**src/verilog/sric_pkg.sv**
```systemverilog
// Shared constants, carriers and helpers of the reclocker control block
package sric_pkg;

    // Clock and timing
    localparam int unsigned CLK_PERIOD_NS = 5; // 200 MHz
    localparam int unsigned LOS_TIME_NS = 1000000; // Longest wait for a transition
    localparam int unsigned LOS_CYCLES_DEF = LOS_TIME_NS / CLK_PERIOD_NS;
    localparam int unsigned SETTLE_TIME_NS = 1000; // Least time good before lock
    localparam int unsigned SETTLE_CYCLES = (SETTLE_TIME_NS + CLK_PERIOD_NS - 1) / CLK_PERIOD_NS;
    localparam int unsigned LOS_W = 20; // Loss counter width
    localparam int unsigned SETTLE_W = 8; // Settle counter width

    // Register bus
    localparam int unsigned ADDR_W = 6;
    localparam logic [5:0] OFS_CTRL = 6'h00;
    localparam logic [5:0] OFS_STATUS = 6'h04;
    localparam logic [5:0] OFS_IRQ_STAT = 6'h08;
    localparam logic [5:0] OFS_IRQ_MASK = 6'h0C;

    // Control register fields
    localparam int unsigned CTRL_SW_MUTE = 0;
    localparam int unsigned CTRL_SW_BYPASS = 1;
    localparam logic [1:0] CTRL_RST = 2'h0;

    // Interrupt fields
    localparam int unsigned IRQ_LOCK_RISE = 0;
    localparam int unsigned IRQ_LOCK_FALL = 1;
    localparam int unsigned IRQ_UNSUP = 2;
    localparam logic [2:0] IRQ_RST = 3'h0;

    // Rate class reported by the clock recovery
    typedef enum logic [2:0] {
        RATE_NONE = 3'h0,
        RATE_143 = 3'h1,
        RATE_270 = 3'h2,
        RATE_1483 = 3'h3,
        RATE_1485 = 3'h4,
        RATE_HARMONIC = 3'h5,
        RATE_UNSUP = 3'h6
    } sric_rate_t;

    // Lock state machine, Gray along idle-acquire-lock
    typedef enum logic [1:0] {
        ST_IDLE = 2'h0,
        ST_ACQ = 2'h1,
        ST_LOCK = 2'h3
    } sric_state_t;

    // Static control pins
    typedef struct packed {
        logic [1:0] sel;
        logic clk_out_sel;
        logic bypass;
        logic mute_n;
    } sric_pins_t;

    // Pins after reset: pulled levels
    localparam sric_pins_t PINS_RST = 5'h01;

    // Differential leg pair
    typedef struct packed {
        logic p;
        logic n;
    } sric_diff_t;

    localparam sric_diff_t DIFF_MUTED = 2'h1; // True low, complement high

    // Status word
    typedef struct packed {
        logic sd_rate;
        logic sec_muted;
        logic muted;
        logic bypass;
        logic clk_mode;
        logic [1:0] sel;
        logic locked;
    } sric_status_t;

    // Rates that may be retimed
    function automatic logic rate_supported(input sric_rate_t r);
        return (r == RATE_143) || (r == RATE_270) || (r == RATE_1483) || (r == RATE_1485);
    endfunction : rate_supported

    // Register decode
    function automatic logic reg_hit(input logic [5:0] a, input logic [5:0] ofs);
        return a == ofs;
    endfunction : reg_hit

endpackage : sric_pkg

```
**src/verilog/sric_reclock_ctrl.sv**
```systemverilog
// Input selection, lock, bypass, mute and register logic of the reclocker
//
// The implementer's own choices: the register offsets and the Avalon-MM interface to the registers.
`timescale 1ns/1ps
module sric_reclock_ctrl #(
    parameter int unsigned LOS_CYCLES = sric_pkg::LOS_CYCLES_DEF
) (
    input wire logic clk,
    input wire logic reset,
    input wire logic [3:0] serial_input_channels,
    input wire logic input_select_lsb,
    input wire logic input_select_msb,
    input wire logic clock_out_select,
    input wire logic bypass_force,
    input wire logic mute_n,
    input wire logic cdr_locked,
    input wire sric_pkg::sric_rate_t cdr_rate,
    input wire logic recovered_clk_phase,
    output sric_pkg::sric_diff_t primary_serial_out,
    output sric_pkg::sric_diff_t secondary_serial_out,
    output logic lock_indicator,
    output logic irq,
    input wire logic [5:0] avs_address,
    input wire logic avs_read,
    input wire logic avs_write,
    input wire logic [31:0] avs_writedata,
    input wire logic [3:0] avs_byteenable,
    output logic [31:0] avs_readdata,
    output logic avs_waitrequest
);
    import sric_pkg::*;

    logic [3:0] chan_s1_ff; // First sync stage, inputs
    logic [3:0] chan_s2_ff; // Second sync stage, inputs
    sric_pins_t pins_s1_ff; // First sync stage, pins
    sric_pins_t pins_s2_ff; // Second sync stage, pins
    logic cdr_s1_ff; // Loop lock, first stage
    logic cdr_s2_ff; // Loop lock, second stage
    logic rclk_s1_ff; // Clock phase, first stage
    logic rclk_s2_ff; // Clock phase, second stage
    sric_rate_t rate_s1_ff; // Rate class, first stage
    sric_rate_t rate_s2_ff; // Rate class, second stage

    logic chosen_w; // Selected input bit
    logic sample_ff; // Retimed sample
    logic prev_ff; // Previous retimed sample
    logic rclk_r_ff; // Clock phase aligned with the retimed sample
    logic [1:0] sel_prev_ff; // Selection last cycle
    logic transition_w; // Edge seen on selected input
    logic sel_chg_w; // Selection changed
    logic [LOS_W-1:0] los_cnt_ff; // Cycles since last edge
    logic active_w; // Data present
    logic good_w; // All lock conditions hold
    logic [SETTLE_W-1:0] settle_ff; // Good cycles in acquisition
    sric_state_t state_ff; // Lock state
    sric_state_t nxt_state; // Next lock state
    logic nxt_lock_w; // Lock next cycle

    logic [1:0] ctrl_ff; // Software mute and bypass
    logic [2:0] irq_stat_ff; // Sticky events
    logic [2:0] irq_mask_ff; // Event enables
    logic [2:0] nxt_irq_stat; // Events after set and clear
    logic [2:0] nxt_irq_mask; // Mask after write
    logic [2:0] irq_ev_w; // Events this cycle
    logic wait_ff; // Bus wait
    logic [31:0] rdata_ff; // Bus read data
    logic wr_w; // Write taken this edge
    logic [2:0] wbyte_w; // Low write lane bits

    logic mute_w; // Both outputs muted
    logic bypass_w; // Unretimed data path
    logic sec_mute_w; // Secondary muted
    logic data_w; // Data for outputs
    sric_diff_t primary_ff; // Primary output pair
    sric_diff_t secondary_ff; // Secondary output pair
    logic lock_ff; // Lock indicator
    logic irq_ff; // Interrupt line
    sric_status_t status_ff; // Status word

    // Two-flop synchronisers for all asynchronous inputs
    always_ff @(posedge clk) begin
        if (reset) begin
            chan_s1_ff <= 4'h0;
            chan_s2_ff <= 4'h0;
            pins_s1_ff <= PINS_RST;
            pins_s2_ff <= PINS_RST;
            cdr_s1_ff <= 1'b0;
            cdr_s2_ff <= 1'b0;
            rclk_s1_ff <= 1'b0;
            rclk_s2_ff <= 1'b0;
            rate_s1_ff <= RATE_NONE;
            rate_s2_ff <= RATE_NONE;
        end else begin
            chan_s1_ff <= serial_input_channels;
            chan_s2_ff <= chan_s1_ff;
            pins_s1_ff <= '{sel: {input_select_msb, input_select_lsb},
                            clk_out_sel: clock_out_select,
                            bypass: bypass_force, mute_n: mute_n};
            pins_s2_ff <= pins_s1_ff;
            cdr_s1_ff <= cdr_locked;
            cdr_s2_ff <= cdr_s1_ff;
            rclk_s1_ff <= recovered_clk_phase;
            rclk_s2_ff <= rclk_s1_ff;
            rate_s1_ff <= cdr_rate;
            rate_s2_ff <= rate_s1_ff;
        end
    end

    // Input multiplexer, code n picks channel n
    assign chosen_w = chan_s2_ff[pins_s2_ff.sel];

    // Retiming stage and edge detection
    always_ff @(posedge clk) begin
        if (reset) begin
            sample_ff <= 1'b0;
            prev_ff <= 1'b0;
            rclk_r_ff <= 1'b0;
            sel_prev_ff <= 2'h0;
        end else begin
            sample_ff <= chosen_w;
            prev_ff <= sample_ff;
            rclk_r_ff <= rclk_s2_ff;
            sel_prev_ff <= pins_s2_ff.sel;
        end
    end

    assign transition_w = sample_ff ^ prev_ff;
    assign sel_chg_w = sel_prev_ff != pins_s2_ff.sel;

    // Loss-of-signal counter, saturating
    always_ff @(posedge clk) begin
        if (reset) begin
            los_cnt_ff <= LOS_W'(LOS_CYCLES);
        end else if (sel_chg_w) begin
            los_cnt_ff <= LOS_W'(LOS_CYCLES);
        end else if (transition_w) begin
            los_cnt_ff <= '0;
        end else if (los_cnt_ff < LOS_W'(LOS_CYCLES)) begin
            los_cnt_ff <= los_cnt_ff + 1'b1;
        end
    end

    assign active_w = los_cnt_ff < LOS_W'(LOS_CYCLES);
    // Supported rate covers 143, 270 (also 8b/10b streams) and both HD rates
    assign good_w = cdr_s2_ff && rate_supported(rate_s2_ff) && active_w
                    && !sel_chg_w;

    // Lock state machine
    always_comb begin
        nxt_state = state_ff;
        case (state_ff)
            // Wait for first transition
            ST_IDLE: begin
                if (transition_w && !sel_chg_w) begin
                    nxt_state = ST_ACQ;
                end
            end
            // Count good cycles
            ST_ACQ: begin
                if (!active_w || sel_chg_w) begin
                    nxt_state = ST_IDLE;
                end else if (good_w && settle_ff == SETTLE_W'(SETTLE_CYCLES - 1)) begin
                    nxt_state = ST_LOCK;
                end
            end
            // Drop on any bad condition
            ST_LOCK: begin
                if (!good_w) begin
                    nxt_state = ST_IDLE;
                end
            end
            default: begin
                nxt_state = ST_IDLE;
            end
        endcase
    end

    assign nxt_lock_w = nxt_state == ST_LOCK;

    // State and settle counter
    always_ff @(posedge clk) begin
        if (reset) begin
            state_ff <= ST_IDLE;
            settle_ff <= '0;
        end else begin
            state_ff <= nxt_state;
            if (state_ff == ST_ACQ && good_w) begin
                settle_ff <= settle_ff + 1'b1;
            end else begin
                settle_ff <= '0;
            end
        end
    end

    // Output control
    assign mute_w = !pins_s2_ff.mute_n || ctrl_ff[CTRL_SW_MUTE];
    assign bypass_w = pins_s2_ff.bypass || ctrl_ff[CTRL_SW_BYPASS]
                      || !nxt_lock_w;
    assign sec_mute_w = mute_w || (pins_s2_ff.clk_out_sel && bypass_w);
    assign data_w = bypass_w ? chosen_w : sample_ff;

    // Output pairs, muted legs held opposite
    always_ff @(posedge clk) begin
        if (reset) begin
            primary_ff <= DIFF_MUTED;
            secondary_ff <= DIFF_MUTED;
        end else begin
            if (mute_w) begin
                primary_ff <= DIFF_MUTED;
            end else begin
                primary_ff <= '{p: data_w, n: !data_w};
            end
            if (sec_mute_w) begin
                secondary_ff <= DIFF_MUTED;
            end else if (pins_s2_ff.clk_out_sel) begin
                secondary_ff <= '{p: rclk_r_ff, n: !rclk_r_ff};
            end else begin
                secondary_ff <= '{p: data_w, n: !data_w};
            end
        end
    end

    // Lock indicator and status
    always_ff @(posedge clk) begin
        if (reset) begin
            lock_ff <= 1'b0;
            status_ff <= '0;
        end else begin
            lock_ff <= nxt_lock_w;
            status_ff.locked <= nxt_lock_w;
            status_ff.sel <= pins_s2_ff.sel;
            status_ff.clk_mode <= pins_s2_ff.clk_out_sel;
            status_ff.bypass <= bypass_w;
            status_ff.muted <= mute_w;
            status_ff.sec_muted <= sec_mute_w;
            status_ff.sd_rate <= nxt_lock_w
                                 && (rate_s2_ff == RATE_143 || rate_s2_ff == RATE_270);
        end
    end

    // Bus: one wait cycle, then taken
    assign wr_w = avs_write && !wait_ff && avs_byteenable[0];
    assign wbyte_w = avs_writedata[2:0];

    always_ff @(posedge clk) begin
        if (reset) begin
            wait_ff <= 1'b1;
            rdata_ff <= 32'h0;
        end else begin
            wait_ff <= !((avs_read || avs_write) && wait_ff);
            if (avs_read && wait_ff) begin
                if (reg_hit(avs_address, OFS_CTRL)) begin
                    rdata_ff <= 32'(ctrl_ff);
                end else if (reg_hit(avs_address, OFS_STATUS)) begin
                    rdata_ff <= 32'(status_ff);
                end else if (reg_hit(avs_address, OFS_IRQ_STAT)) begin
                    rdata_ff <= 32'(irq_stat_ff);
                end else if (reg_hit(avs_address, OFS_IRQ_MASK)) begin
                    rdata_ff <= 32'(irq_mask_ff);
                end else begin
                    rdata_ff <= 32'h0; // Unmapped
                end
            end
        end
    end

    // Control register
    always_ff @(posedge clk) begin
        if (reset) begin
            ctrl_ff <= CTRL_RST;
        end else if (wr_w && reg_hit(avs_address, OFS_CTRL)) begin
            ctrl_ff <= wbyte_w[1:0];
        end
    end

    // Events: set wins over write-one-to-clear
    assign irq_ev_w[IRQ_LOCK_RISE] = nxt_lock_w && !lock_ff;
    assign irq_ev_w[IRQ_LOCK_FALL] = !nxt_lock_w && lock_ff;
    assign irq_ev_w[IRQ_UNSUP] = rate_s2_ff == RATE_UNSUP;

    always_comb begin
        nxt_irq_stat = irq_stat_ff;
        nxt_irq_mask = irq_mask_ff;
        if (wr_w && reg_hit(avs_address, OFS_IRQ_STAT)) begin
            nxt_irq_stat = irq_stat_ff & ~wbyte_w;
        end
        if (wr_w && reg_hit(avs_address, OFS_IRQ_MASK)) begin
            nxt_irq_mask = wbyte_w;
        end
        nxt_irq_stat = nxt_irq_stat | irq_ev_w;
    end

    // Interrupt registers and line
    always_ff @(posedge clk) begin
        if (reset) begin
            irq_stat_ff <= IRQ_RST;
            irq_mask_ff <= IRQ_RST;
            irq_ff <= 1'b0;
        end else begin
            irq_stat_ff <= nxt_irq_stat;
            irq_mask_ff <= nxt_irq_mask;
            irq_ff <= |(nxt_irq_stat & nxt_irq_mask);
        end
    end

    // Outputs from flops
    assign primary_serial_out = primary_ff;
    assign secondary_serial_out = secondary_ff;
    assign lock_indicator = lock_ff;
    assign irq = irq_ff;
    assign avs_readdata = rdata_ff;
    assign avs_waitrequest = wait_ff;
endmodule : sric_reclock_ctrl

```
**config.mk**
```make
export PLATFORM = sky130hd
export DESIGN_NAME = sric_reclock_ctrl
export DESIGN_NICKNAME = d
export VERILOG_FILES = /design/src/verilog/sric_pkg.sv /design/src/verilog/sric_reclock_ctrl.sv
export SDC_FILE = /design/constraint.sdc
export NUM_CORES = 1
export LEC_CHECK = 0
export BUFFER_PORTS_ARGS = -buffer_cell sky130_fd_sc_hd__buf_2
export CORE_ASPECT_RATIO = 0.6
export CORE_UTILIZATION = 55
export CTS_CLUSTER_SIZE = 8
export DETAILED_ROUTE_END_ITERATION = 7
export GPL_ROUTABILITY_DRIVEN = 0
export PLACE_DENSITY = 0.88
export SYNTH_ARGS = -nofsm -noshare
export SYNTH_HDL_FRONTEND = slang
export SYNTH_SLANG_ARGS = --single-unit
```
**constraint.sdc**
```tcl
create_clock -name clk -period 3.82 [get_ports clk]
set_input_delay 0.764 -clock clk [delete_from_list [all_inputs] [get_ports clk]]
set_output_delay 0.764 -clock clk [all_outputs]
set_load 0.03 [all_outputs]
```
Word-level counts from Yosys, hierarchy flattened:

Cells that the tools add are included.

* register bits after elaboration: 115
* output and inout bits: 39
* logic and storage cells: 124

* $add $sub $neg: 2
* magnitude comparators: 2
* equality and inequality tests: 13
* mux-type cells: 17
* bitwise operators: 6
* reduce and logical (&&, ||, !) cells: 44

Operators with widths (count)
* two-way mux 18 bit: 2
* adder 20 x 1 -> 20 bit, second input constant: 1
* less-than comparator 20 x 18 -> 1 bit, second input constant: 1
* logical AND 1 bit: 17
* two-way mux 8 bit: 2
* equality test 6 x 4 -> 1 bit, second input constant: 2
* two-way mux 3 bit: 4
* two-way mux 2 bit: 5
* zero test 1 bit: 9
* logical OR 1 bit: 9
* adder 8 x 1 -> 8 bit, second input constant: 1
* equality test 8 bit, second input constant: 1
* OR reduction 2 bit: 4
* AND 3 bit: 2
* equality test 3 x 2 -> 1 bit, second input constant: 2
* equality test 3 bit, second input constant: 2
* equality test 6 x 3 -> 1 bit, second input constant: 1
* zero test 6 bit: 1
* case mux 2 bit (3 select lines): 1
* OR reduction 3 bit: 2
* equality test 2 bit, second input constant: 2
* equality test 3 x 1 -> 1 bit, second input constant: 1
* less-than comparator 2 x 3 -> 1 bit, second input constant: 1
* inverter 3 bit: 1
* 9 further kinds: 10

Longest topological paths before layout:

Gate-level depths: netlist of the first run.

* depth in word-level cells: 17
* depth in mapped cells: 8
* depth with buffers taken out: 7

Worst setup path after synthesis of the first run:

OpenSTA, ideal clock, no wires.

* path type: input-to-reg
* from: in avs_address[1]
* to: reg irq_ff (netlist: irq)
* library setup time: 79 ps
* arrival time: 2516 ps
* setup slack: 1225 ps
* stages on the path: 6
* path buffers: 1
* cells stage by stage: or4_1 or4_1 clkbuf_1 mux2i_1 or2_2 o211ai_1

* longest elaborated chain between the ends: 6
* elaborated cells between the ends (all ways): 9
* those cells by class: eq/ne (2); mux (2); bitwise (2); reduce/logical (3)

RTL lines
* from (decl): line sric_reclock_ctrl.sv:23 `input wire logic [5:0] avs_address,`
* equality test 6 x 4 -> 1 bit: line sric_pkg.sv:86 `return a == ofs;`
* logical AND 1 bit: line sric_reclock_ctrl.sv:284 `if (wr_w && reg_hit(avs_address, OFS_IRQ_STAT)) begin`
* two-way mux 3 bit: line sric_reclock_ctrl.sv:284
* OR 3 bit: line sric_reclock_ctrl.sv:290 `nxt_irq_stat = nxt_irq_stat | irq_ev_w;`
* AND 3 bit (*): line sric_reclock_ctrl.sv:302 `irq_ff <= |(nxt_irq_stat & nxt_irq_mask);`
* OR reduction 3 bit (*): line sric_reclock_ctrl.sv:302
* to (signal assigned): line sric_reclock_ctrl.sv:302
* to (decl): line sric_reclock_ctrl.sv:77 `logic irq_ff;`

Mark *: on every way between the ends. The rest lies on a longest branch, timed or not.
A chain may end at the register's enable or synchronous reset.

Worst setup path in the final report of the first run:

* from: reg los_cnt_ff[12]
* to: reg los_cnt_ff[8]

* longest elaborated chain between the ends: 2

RTL lines
* from (decl): line sric_reclock_ctrl.sv:51 `logic [LOS_W-1:0] los_cnt_ff;`
* from (signal assigned): line sric_reclock_ctrl.sv:133 `los_cnt_ff <= LOS_W'(LOS_CYCLES);`
* from (signal assigned): line sric_reclock_ctrl.sv:135 `los_cnt_ff <= LOS_W'(LOS_CYCLES);`
* from (signal assigned): line sric_reclock_ctrl.sv:139 `los_cnt_ff <= los_cnt_ff + 1'b1;`
* less-than comparator 20 x 18 -> 1 bit: line sric_reclock_ctrl.sv:138 `end else if (los_cnt_ff < LOS_W'(LOS_CYCLES)) begin`
* nonzero test 2 bit (no line)

No other way between the ends.

==> results of run 1 <==
==> metrics by stage <==
step                cell area (um^2)  setup WS [ns]  power, W  instances  hold slack [ns]
floorplan                       3600           1.22   0.00112        381            0.389
global route                    3920           1.18   0.00187        491            0.448
global placement                3710           1.08   0.00114        475            0.399
finish                          3920           1.36   0.00179        491            0.413
CTS                             3920           1.37   0.00180        491            0.415
detailed placement              3710           1.07   0.00114        475            0.395
==> worst max-delay path, delay by kind of cell, from the launching register on <==
kind | cells | cell delay, ns
and+or+nand+nor | 3 | 1.22
AOI/OAI and AO/OA | 2 | 0.59
DFF | 1 | 0.35
xor gates and xnor gates | 1 | 0.16
==> synth_stat cells (4+ instances only) <==
library cell,count,area (um^2)
sky130_fd_sc_hd__nor2_1,41,154
sky130_fd_sc_hd__xnor2_1,16,140
sky130_fd_sc_hd__dfxtp_1,91,1820
sky130_fd_sc_hd__nor3_1,5,25.0
sky130_fd_sc_hd__and3_1,11,68.8
sky130_fd_sc_hd__a31oi_1,4,25.0
sky130_fd_sc_hd__o21ai_0,11,55.1
sky130_fd_sc_hd__nand3_1,16,80.1
sky130_fd_sc_hd__nor2b_1,33,206
sky130_fd_sc_hd__inv_1,11,41.3
sky130_fd_sc_hd__a22oi_1,10,75.1
sky130_fd_sc_hd__clkbuf_1,9,33.8
sky130_fd_sc_hd__nand2_1,12,45.0
sky130_fd_sc_hd__xor2_1,10,87.6
sky130_fd_sc_hd__nor4_1,5,31.3
sky130_fd_sc_hd__nand4_1,4,25.0
sky130_fd_sc_hd__a21oi_1,5,25.0
sky130_fd_sc_hd__buf_4,24,180
sky130_fd_sc_hd__mux2i_1,6,60.1
==> power groups by stage <==
stage	Clock [W]	Sequential, W	Combinational, W
after floorplan	0	0.00101	0.000114
after global placement	0	0.00101	0.000126
after detailed placement	0	0.00101	0.000130
after CTS	0.000680	0.000989	0.000131
after global routing	0.000730	0.000992	0.000144
final	0.000669	0.000989	0.000130
==> registers in the layout, summed over array words and instances, names as in the netlist, 3 cells and up <==
signal and cells:
rate_s1_ff 3, pins_s2_ff 5, rate_s2_ff 3, settle_ff 8, chan_s2_ff 4, chan_s1_ff 4
irq_stat_ff 3, pins_s1_ff 5, los_cnt_ff 20, avs_readdata 8, irq_mask_ff 3, status_ff 8
==> logic make-up after synthesis <==
group	count (synthesis)	share of synthesized area
AND/OR/NAND/NOR	147	0.229
AO/OA/AOI/OAI	38	0.0702
multiplexers	9	0.0363
adder cells (fa/ha/maj)	2	0.00713
XOR/XNOR	26	0.0649
flip-flops	91	0.519
buffers and inverters	44	0.0727
other	1	0.00107
==> cell type report <==
type                    instances  area, um^2  share of cell area
repair buffers                 43         218              0.0556
multi-input cells             246        1520               0.388
inverters                      11        41.3              0.0105
flip-flops and latches         91        1820               0.465
well taps                      84         105              0.0268
clock inverters                 5        60.1              0.0153
clock buffers                  11         151              0.0386
==> path summary, 6_finish.rpt <==
path | cells past startpoint | startpoint | slack [ns] | endpoint
setup reg to reg | 6 | los_cnt_ff[12]$_SDFFE_PP0N_ | 1.36 | los_cnt_ff[8]$_SDFFE_PP1P_
hold reg to reg | 1 | pins_s1_ff[0]$_SDFF_PP1_ | 0.41 | pins_s2_ff[0]$_SDFF_PP1_
hold / removal | 1 | pins_s1_ff[0]$_SDFF_PP1_ | 0.41 | pins_s2_ff[0]$_SDFF_PP1_
setup / recovery | 6 | los_cnt_ff[12]$_SDFFE_PP0N_ | 1.36 | los_cnt_ff[8]$_SDFFE_PP1P_
==> routing by layer <==
layer,part of all wire,global-route usage,wire (um),up-vias
met2,0.43,0.305,2740,70
met5,0,0,0,-
li1,-,-,-,1256
met1,0.49,0.283,3140,1172
met3,0.062,0.0755,398,10
met4,0.016,0.0863,99,0
==> flow_metrics.py, run 1 <==
metrics = {
    "floorplan": {
        "floorplan.core_area_mm2": 0.00614,
        "initial_core_util": 0.572,
        "ios": 99,
        "die-area_mm2": 0.00672,
        "rows": 22,
        "die-width_um": 105,
        "die_h_um": 63.9,
    },
    "logic_synthesis": {
        "yosysWarnings": 0,
        "postSynthRegisterBits": 91,
        "ys_async_sr_fraction": 0,
        "synth_cell_type_count": 41,
        "synth_edf_count": 0,
        "synth_top_flop_cell": "sky130_fd_sc_hd__dfxtp_1",
        "synthesis.area_per_instance_um2": 9.81,
        "synth_instances": 358,
        "ys_seq_area_frac": 0.519,
        "mappedNetlistArea_mm2": 0.00351,
    },
    "timing": {
        "maxClockFrequency_mhz": 407,
        "total_negative_setup_slacks_ns": 0,
        "max_slew.worst_pin.slew_ns": 0.729,
        "final_hold_viol_count": 0,
        "setup_viol_count_final": 0,
        "timing_max_transition_violations_final": 0,
        "finalClockSkew_ns": 0.00823,
        "min_period_ns": 2.46,
        "relSlewSlack": 0.509,
        "final.period_utilization": 0.644,
        "rsz0062_at_grt": "false",
    },
    "cells_and_area": {
        "layout.filler_cells": 501,
        "leading_cell_type_in_the_layout_fill_and_taps_excluded": "sky130_fd_sc_hd__dfxtp_1",
        "layout_cell_share_with_drive_strength_beyond_1": 0.172,
        "layout.core_utilization": 0.638,
        "final_net_count": 464,
        "layout.cells.most_common_list": "sky130_fd_sc_hd__dfxtp_1 (91), sky130_fd_sc_hd__buf_2 (42), sky130_fd_sc_hd__nor2_1 (41)",
        "syn_to_final_growth_pct": 11.6,
        "antenna-diode-count": 0,
    },
    "power_and_ir_drop": {
        "power.share.combinational": 0.073,
        "vdd_drop_max_v": 0.000218,
        "power_frac_seq": 0.553,
        "pd_cells_mw_per_mm2": 456,
        "power_switching_share": 0.243,
        "power.internal_w": 0.00135,
        "power.switching_w": 0.000435,
        "clock_power_share": 0.374,
        "leakage_nw": 1.59,
    },
    "detailed_routing": {
        "drt_wl_total_mm": 6.37,
        "via_count": 2508,
        "detail_route.first_pass.iterations": 4,
        "route.detailed.drc": 0,
        "detail_route.iter0.violations": 98,
        "route.detailed.vias_per_inst": 5.11,
        "ant_nets": 0,
        "wl_per_cell_um": 13.0,
    },
    "setup_path": {
        "cell_chain_critical_path": "or4_1 -> a311o_2 -> nand4bb_1 -> nor3_1 -> xnor2_1 -> o21ai_0",
        "worst_setup_path_start_kind": "flip-flop",
        "path_class": "reg2reg",
        "worst_setup_path_end_kind": "flip-flop",
        "slowest_delay_ns": 0.53,
        "path_max_fanout": 6,
        "critical_path_arrival_ns": 2.69,
        "crit_path_top_delay_cell": "sky130_fd_sc_hd__or4_1",
        "crit_path_required_time_ns": 4.05,
    },
    "cts": {
        "cts.repair.resized": 0,
        "postCtsSetupRepairBufs": 0,
        "clk-insertion-delay-late_ns": 0.37,
        "clk_transition_reported_paths_ns": 0.09,
        "cts-root-to-sink-buffers": 2,
        "clockRootBuffer": "sky130_fd_sc_hd__clkbuf_8",
        "tritoncts_num_sinks": 91,
        "maximum_level_of_the_cts_h_tree": 3,
        "postCtsHoldBufs": 0,
        "cts_buffers": 9,
        "cts_tree": "yes",
    },
    "flow_run": {
        "max_cap_viol_count": 0,
    },
    "global_route": {
        "globalRouteTotalUtil": 0.210,
        "grt_remaining_overflow": 0,
        "grt_start_max_net_pins": 34,
        "first_global_vias": 2227,
        "antenna_found_initial": 0,
        "grt_pass1_wl_mm": 10.7,
    },
    "place": {
        "port_buffers": 42,
        "post-dp-hpwl_mm": 4.72,
    },
    "worst_hold_path": {
        "worst_hold_class": "reg2reg",
    },
    "run_status": {
        "run_status": "complete, no violations",
    },
}
No activity file was read; power rests on OpenSTA's default activity.
==> run 2, diff against run 1 <==
--- a/config.mk
+++ b/config.mk
@@ -5,13 +5,14 @@
 export SDC_FILE = /design/constraint.sdc
 export NUM_CORES = 1
 export LEC_CHECK = 0
+export ABC_AREA = 1
 export BUFFER_PORTS_ARGS = -buffer_cell sky130_fd_sc_hd__buf_2
 export CORE_ASPECT_RATIO = 0.6
-export CORE_UTILIZATION = 55
+export CORE_UTILIZATION = 53
 export CTS_CLUSTER_SIZE = 8
 export DETAILED_ROUTE_END_ITERATION = 7
 export GPL_ROUTABILITY_DRIVEN = 0
-export PLACE_DENSITY = 0.88
+export PLACE_DENSITY = 0.84
 export SYNTH_ARGS = -nofsm -noshare
 export SYNTH_HDL_FRONTEND = slang
 export SYNTH_SLANG_ARGS = --single-unit
==> constraint.sdc (replaced) <==
create_clock -name clk -period 2.6 [get_ports clk]
set_input_delay 0.52 -clock clk [delete_from_list [all_inputs] [get_ports clk]]
set_output_delay 0.52 -clock clk [all_outputs]
set_load 0.03 [all_outputs]
==> run 2 against run 1 <==
Net effect:
- critical path depth rose by 4
- sequential share of layout area shrank 5.3 points
- clock skew decreased by 0.0031 ns
- flip-flop and latch count is the same
- global-route usage grew 0.71 points
- combinational power is 120% higher
- utilization up 0.54 points
- non-clock buffer count unchanged
- critical endpoint is now secondary_serial_out[0]$_SDFF_PP1_
- highest routed layer unchanged
==> flow_metrics.py, run 2 <==
metrics = {
    "power_and_ir_drop": {
        "pd_cells_mw_per_mm2": 720,
        "vdd_drop_max_v": 0.000453,
        "leakage_nw": 2.09,
    },
    "timing": {
        "timing_max_transition_violations_final": 0,
        "final.period_utilization": 0.712,
        "setup_viol_count_final": 0,
        "rsz0062_at_grt": "false",
        "maxClockFrequency_mhz": 540,
        "max_slew.worst_pin.slew_ns": 0.654,
        "relSlewSlack": 0.560,
        "fin_ws_ns": 0.748,
        "total_negative_setup_slacks_ns": 0,
        "finalClockSkew_ns": 0.00512,
        "min_period_ns": 1.85,
        "final_hold_viol_count": 0,
    },
    "cts": {
        "postCtsSetupRepairBufs": 0,
        "cts-root-to-sink-buffers": 2,
        "cts_tree": "yes",
        "clk_transition_reported_paths_ns": 0.06,
        "tritoncts_num_sinks": 91,
        "maximum_level_of_the_cts_h_tree": 3,
        "clk-insertion-delay-late_ns": 0.35,
        "postCtsHoldBufs": 0,
        "cts_buffers": 9,
        "cts.repair.resized": 0,
        "clockRootBuffer": "sky130_fd_sc_hd__clkbuf_16",
    },
    "place": {
        "port_buffers": 42,
        "post-dp-hpwl_mm": 5.64,
        "dp_worst_setup_slack_ns": 0.614,
        "place_area_mm2": 0.00409,
    },
    "floorplan": {
        "rows": 23,
        "die_h_um": 68.4,
        "die-area_mm2": 0.00770,
        "initial_core_util": 0.566,
        "die-width_um": 113,
        "ios": 99,
        "floorplan.core_area_mm2": 0.00688,
    },
    "setup_path": {
        "worst_setup_path_start_kind": "flip-flop",
        "slowest_delay_ns": 0.36,
        "path_max_fanout": 4,
        "crit_path_top_delay_cell": "sky130_fd_sc_hd__dfxtp_1",
        "critical_path_arrival_ns": 2.08,
        "r2r_end": "secondary_serial_out[0]$_SDFF_PP1_",
        "reg2regPathDepth": 10,
        "worstReg2RegStart": "settle_ff[0]$_SDFF_PP0_",
        "cell_chain_critical_path": "ha_1 -> nand2_1 -> inv_1 -> nand4_1 -> nor2_1 -> nand2_1 -> o21ai_2 -> nand2_2 -> a21boi_2 -> nand3_1",
        "crit_path_required_time_ns": 2.83,
        "path_class": "reg2reg",
        "crit_path_frequent_cell": "sky130_fd_sc_hd__nand2_1",
        "worst_setup_path_end_kind": "flip-flop",
        "reg2reg_setup_slack_ns": 0.75,
    },
    "detailed_routing": {
        "ant_nets": 0,
        "detail_route.first_pass.iterations": 5,
        "detail_route.iter0.violations": 215,
        "route.detailed.vias_per_inst": 4.95,
        "wl_per_cell_um": 12.0,
        "drt_wl_total_mm": 7.84,
        "route.detailed.drc": 0,
        "via_count": 3226,
    },
    "global_route": {
        "antenna_found_initial": 0,
        "grt_remaining_overflow": 0,
        "grt_start_max_net_pins": 50,
        "globalRouteTotalUtil": 0.217,
        "grt_pass1_wl_mm": 12.6,
        "first_global_vias": 2760,
    },
    "cells_and_area": {
        "layout.cells.most_common_list": "sky130_fd_sc_hd__dfxtp_1 (91), sky130_fd_sc_hd__inv_1 (87), sky130_fd_sc_hd__nand2_1 (83)",
        "final_net_count": 622,
        "multi_input_area_mm2": 0.00160,
        "layout.filler_cells": 555,
        "fin_area_mm2": 0.00443,
        "leading_cell_type_in_the_layout_fill_and_taps_excluded": "sky130_fd_sc_hd__dfxtp_1",
        "largest_register_ffs": 20,
        "syn_to_final_growth_pct": 13.8,
        "layout_cell_share_with_drive_strength_beyond_1": 0.165,
        "top_register": "los_cnt_ff",
        "layout.area.seq_mm2": 0.00182,
        "antenna-diode-count": 0,
    },
    "logic_synthesis": {
        "synthesis.area_per_instance_um2": 7.56,
        "ys_seq_area_frac": 0.468,
        "mappedNetlistArea_mm2": 0.00389,
        "postSynthRegisterBits": 91,
        "synth_edf_count": 0,
        "synthDominantCellAreaShare": 0.468,
        "synth_top_flop_cell": "sky130_fd_sc_hd__dfxtp_1",
        "yosysWarnings": 0,
        "synth_cell_type_count": 43,
        "ys_async_sr_fraction": 0,
        "synth_instances": 515,
        "synthTopCellsByCount": "sky130_fd_sc_hd__dfxtp_1 (91), sky130_fd_sc_hd__inv_1 (87), sky130_fd_sc_hd__nand2_1 (83)",
        "synth_area_leader_cell": "sky130_fd_sc_hd__dfxtp_1",
        "ys_top_cells_by_area": "sky130_fd_sc_hd__dfxtp_1 (47%), sky130_fd_sc_hd__inv_1 (8.4%), sky130_fd_sc_hd__nand2_1 (8.0%), sky130_fd_sc_hd__nor2_1 (7.3%), sky130_fd_sc_hd__buf_4 (4.6%)",
        "synthMostInstantiatedCell": "sky130_fd_sc_hd__dfxtp_1",
    },
    "run_status": {
        "run_status": "complete, no violations",
    },
    "worst_hold_path": {
        "timing.hold.worst_path_depth": 2,
        "worst_hold_class": "in2reg",
        "min_to": "pins_s1_ff[0]$_SDFF_PP1_",
        "hold_path.startpoint": "mute_n",
    },
    "flow_run": {
        "max_cap_viol_count": 0,
    },
}
run 2: cell types whose count changed in the layout (fill, tap and decap cells not counted), moves of 9 or more:
cell	delta
sky130_fd_sc_hd__clkbuf_16	+9
sky130_fd_sc_hd__a21oi_1	+21
sky130_fd_sc_hd__a22oi_1	-10
sky130_fd_sc_hd__nor2b_1	-33
sky130_fd_sc_hd__and3_1	-11
sky130_fd_sc_hd__inv_1	+76
sky130_fd_sc_hd__nand2_1	+71
sky130_fd_sc_hd__nor2_1	+35
sky130_fd_sc_hd__xnor2_1	-14
sky130_fd_sc_hd__clkbuf_8	-10
run 2: area by class of cell:
class,count,share of cell area
well taps,87,0.0246
inverters,92,0.0780
clock inverters,6,0.0218
repair buffers,43,0.0492
flip-flops and latches,91,0.412
clock buffers,10,0.0540
multi-input cells,323,0.361
run 2: critical path, delay by kind of cell (launching register included):
| family | cells | cell delay (ns) |
|---|---|---|
| buffers and inverters | 1 | 0.12 |
| AND/OR/NAND/NOR | 6 | 0.70 |
| AO/OA/AOI/OAI | 2 | 0.37 |
| flip-flops | 1 | 0.36 |
| adder cells (fa/ha/maj) | 1 | 0.19 |
run 2: worst max path at each step:
stage                             startpoint                                 end  slack [ns]  cells past startpoint
floorplan                     avs_address[5]                      irq$_SDFF_PP0_        0.90                     11
global placement              avs_address[5]                      irq$_SDFF_PP0_        0.65                     12
detailed placement            avs_address[5]                      irq$_SDFF_PP0_        0.61                     12
CTS                  settle_ff[0]$_SDFF_PP0_  secondary_serial_out[0]$_SDFF_PP1_        0.78                     10
global route        pins_s2_ff[4]$_SDFF_PP0_         los_cnt_ff[11]$_SDFFE_PP1P_        0.61                      9
finish               settle_ff[0]$_SDFF_PP0_  secondary_serial_out[0]$_SDFF_PP1_        0.75                     10
run 2: where the power goes:
| group | switching (W) | total [W] | internal (W) |
|---|---|---|---|
| combinational | 0.000207 | 0.000284 | 0.0000773 |
| clock | 0.000554 | 0.00143 | 0.000879 |
| sequential | 0.0000276 | 0.00147 | 0.00144 |
run 2: kinds of logic (layout without fill, tap and decap cells):
family	Yosys count	after routing	synth area share
and+or+nand+nor	230	230	0.277
buffers and inverters	124	151	0.143
DFF	91	91	0.468
AOI/OAI and AO/OA	62	62	0.0926
xor gates and xnor gates	5	5	0.0113
adders and majority gates	2	2	0.00643
other	1	24	0.000964
run 2: per-layer routing:
| layer | vias to the layer above | GRT usage | part of all wire |
|---|---|---|---|
| li1 | 1652 | - | - |
| met5 | - | 0 | 0 |
| met1 | 1451 | 0.301 | 0.50 |
| met2 | 117 | 0.319 | 0.42 |
| met3 | 6 | 0.0735 | 0.079 |
| met4 | 0 | 0.0650 | 0.0056 |
run 2: through the flow:
stage / std cells / total power (W) / hold slack (ns) / util
final: 652 / 0.00319 / 0.354 / 0.644
after global routing: 652 / 0.00332 / 0.351 / 0.644
after CTS: 652 / 0.00320 / 0.349 / 0.644
after detailed placement: 636 / 0.00178 / 0.392 / 0.595
after global placement: 636 / 0.00177 / 0.395 / 0.595
after floorplan: 538 / 0.00174 / 0.388 / -
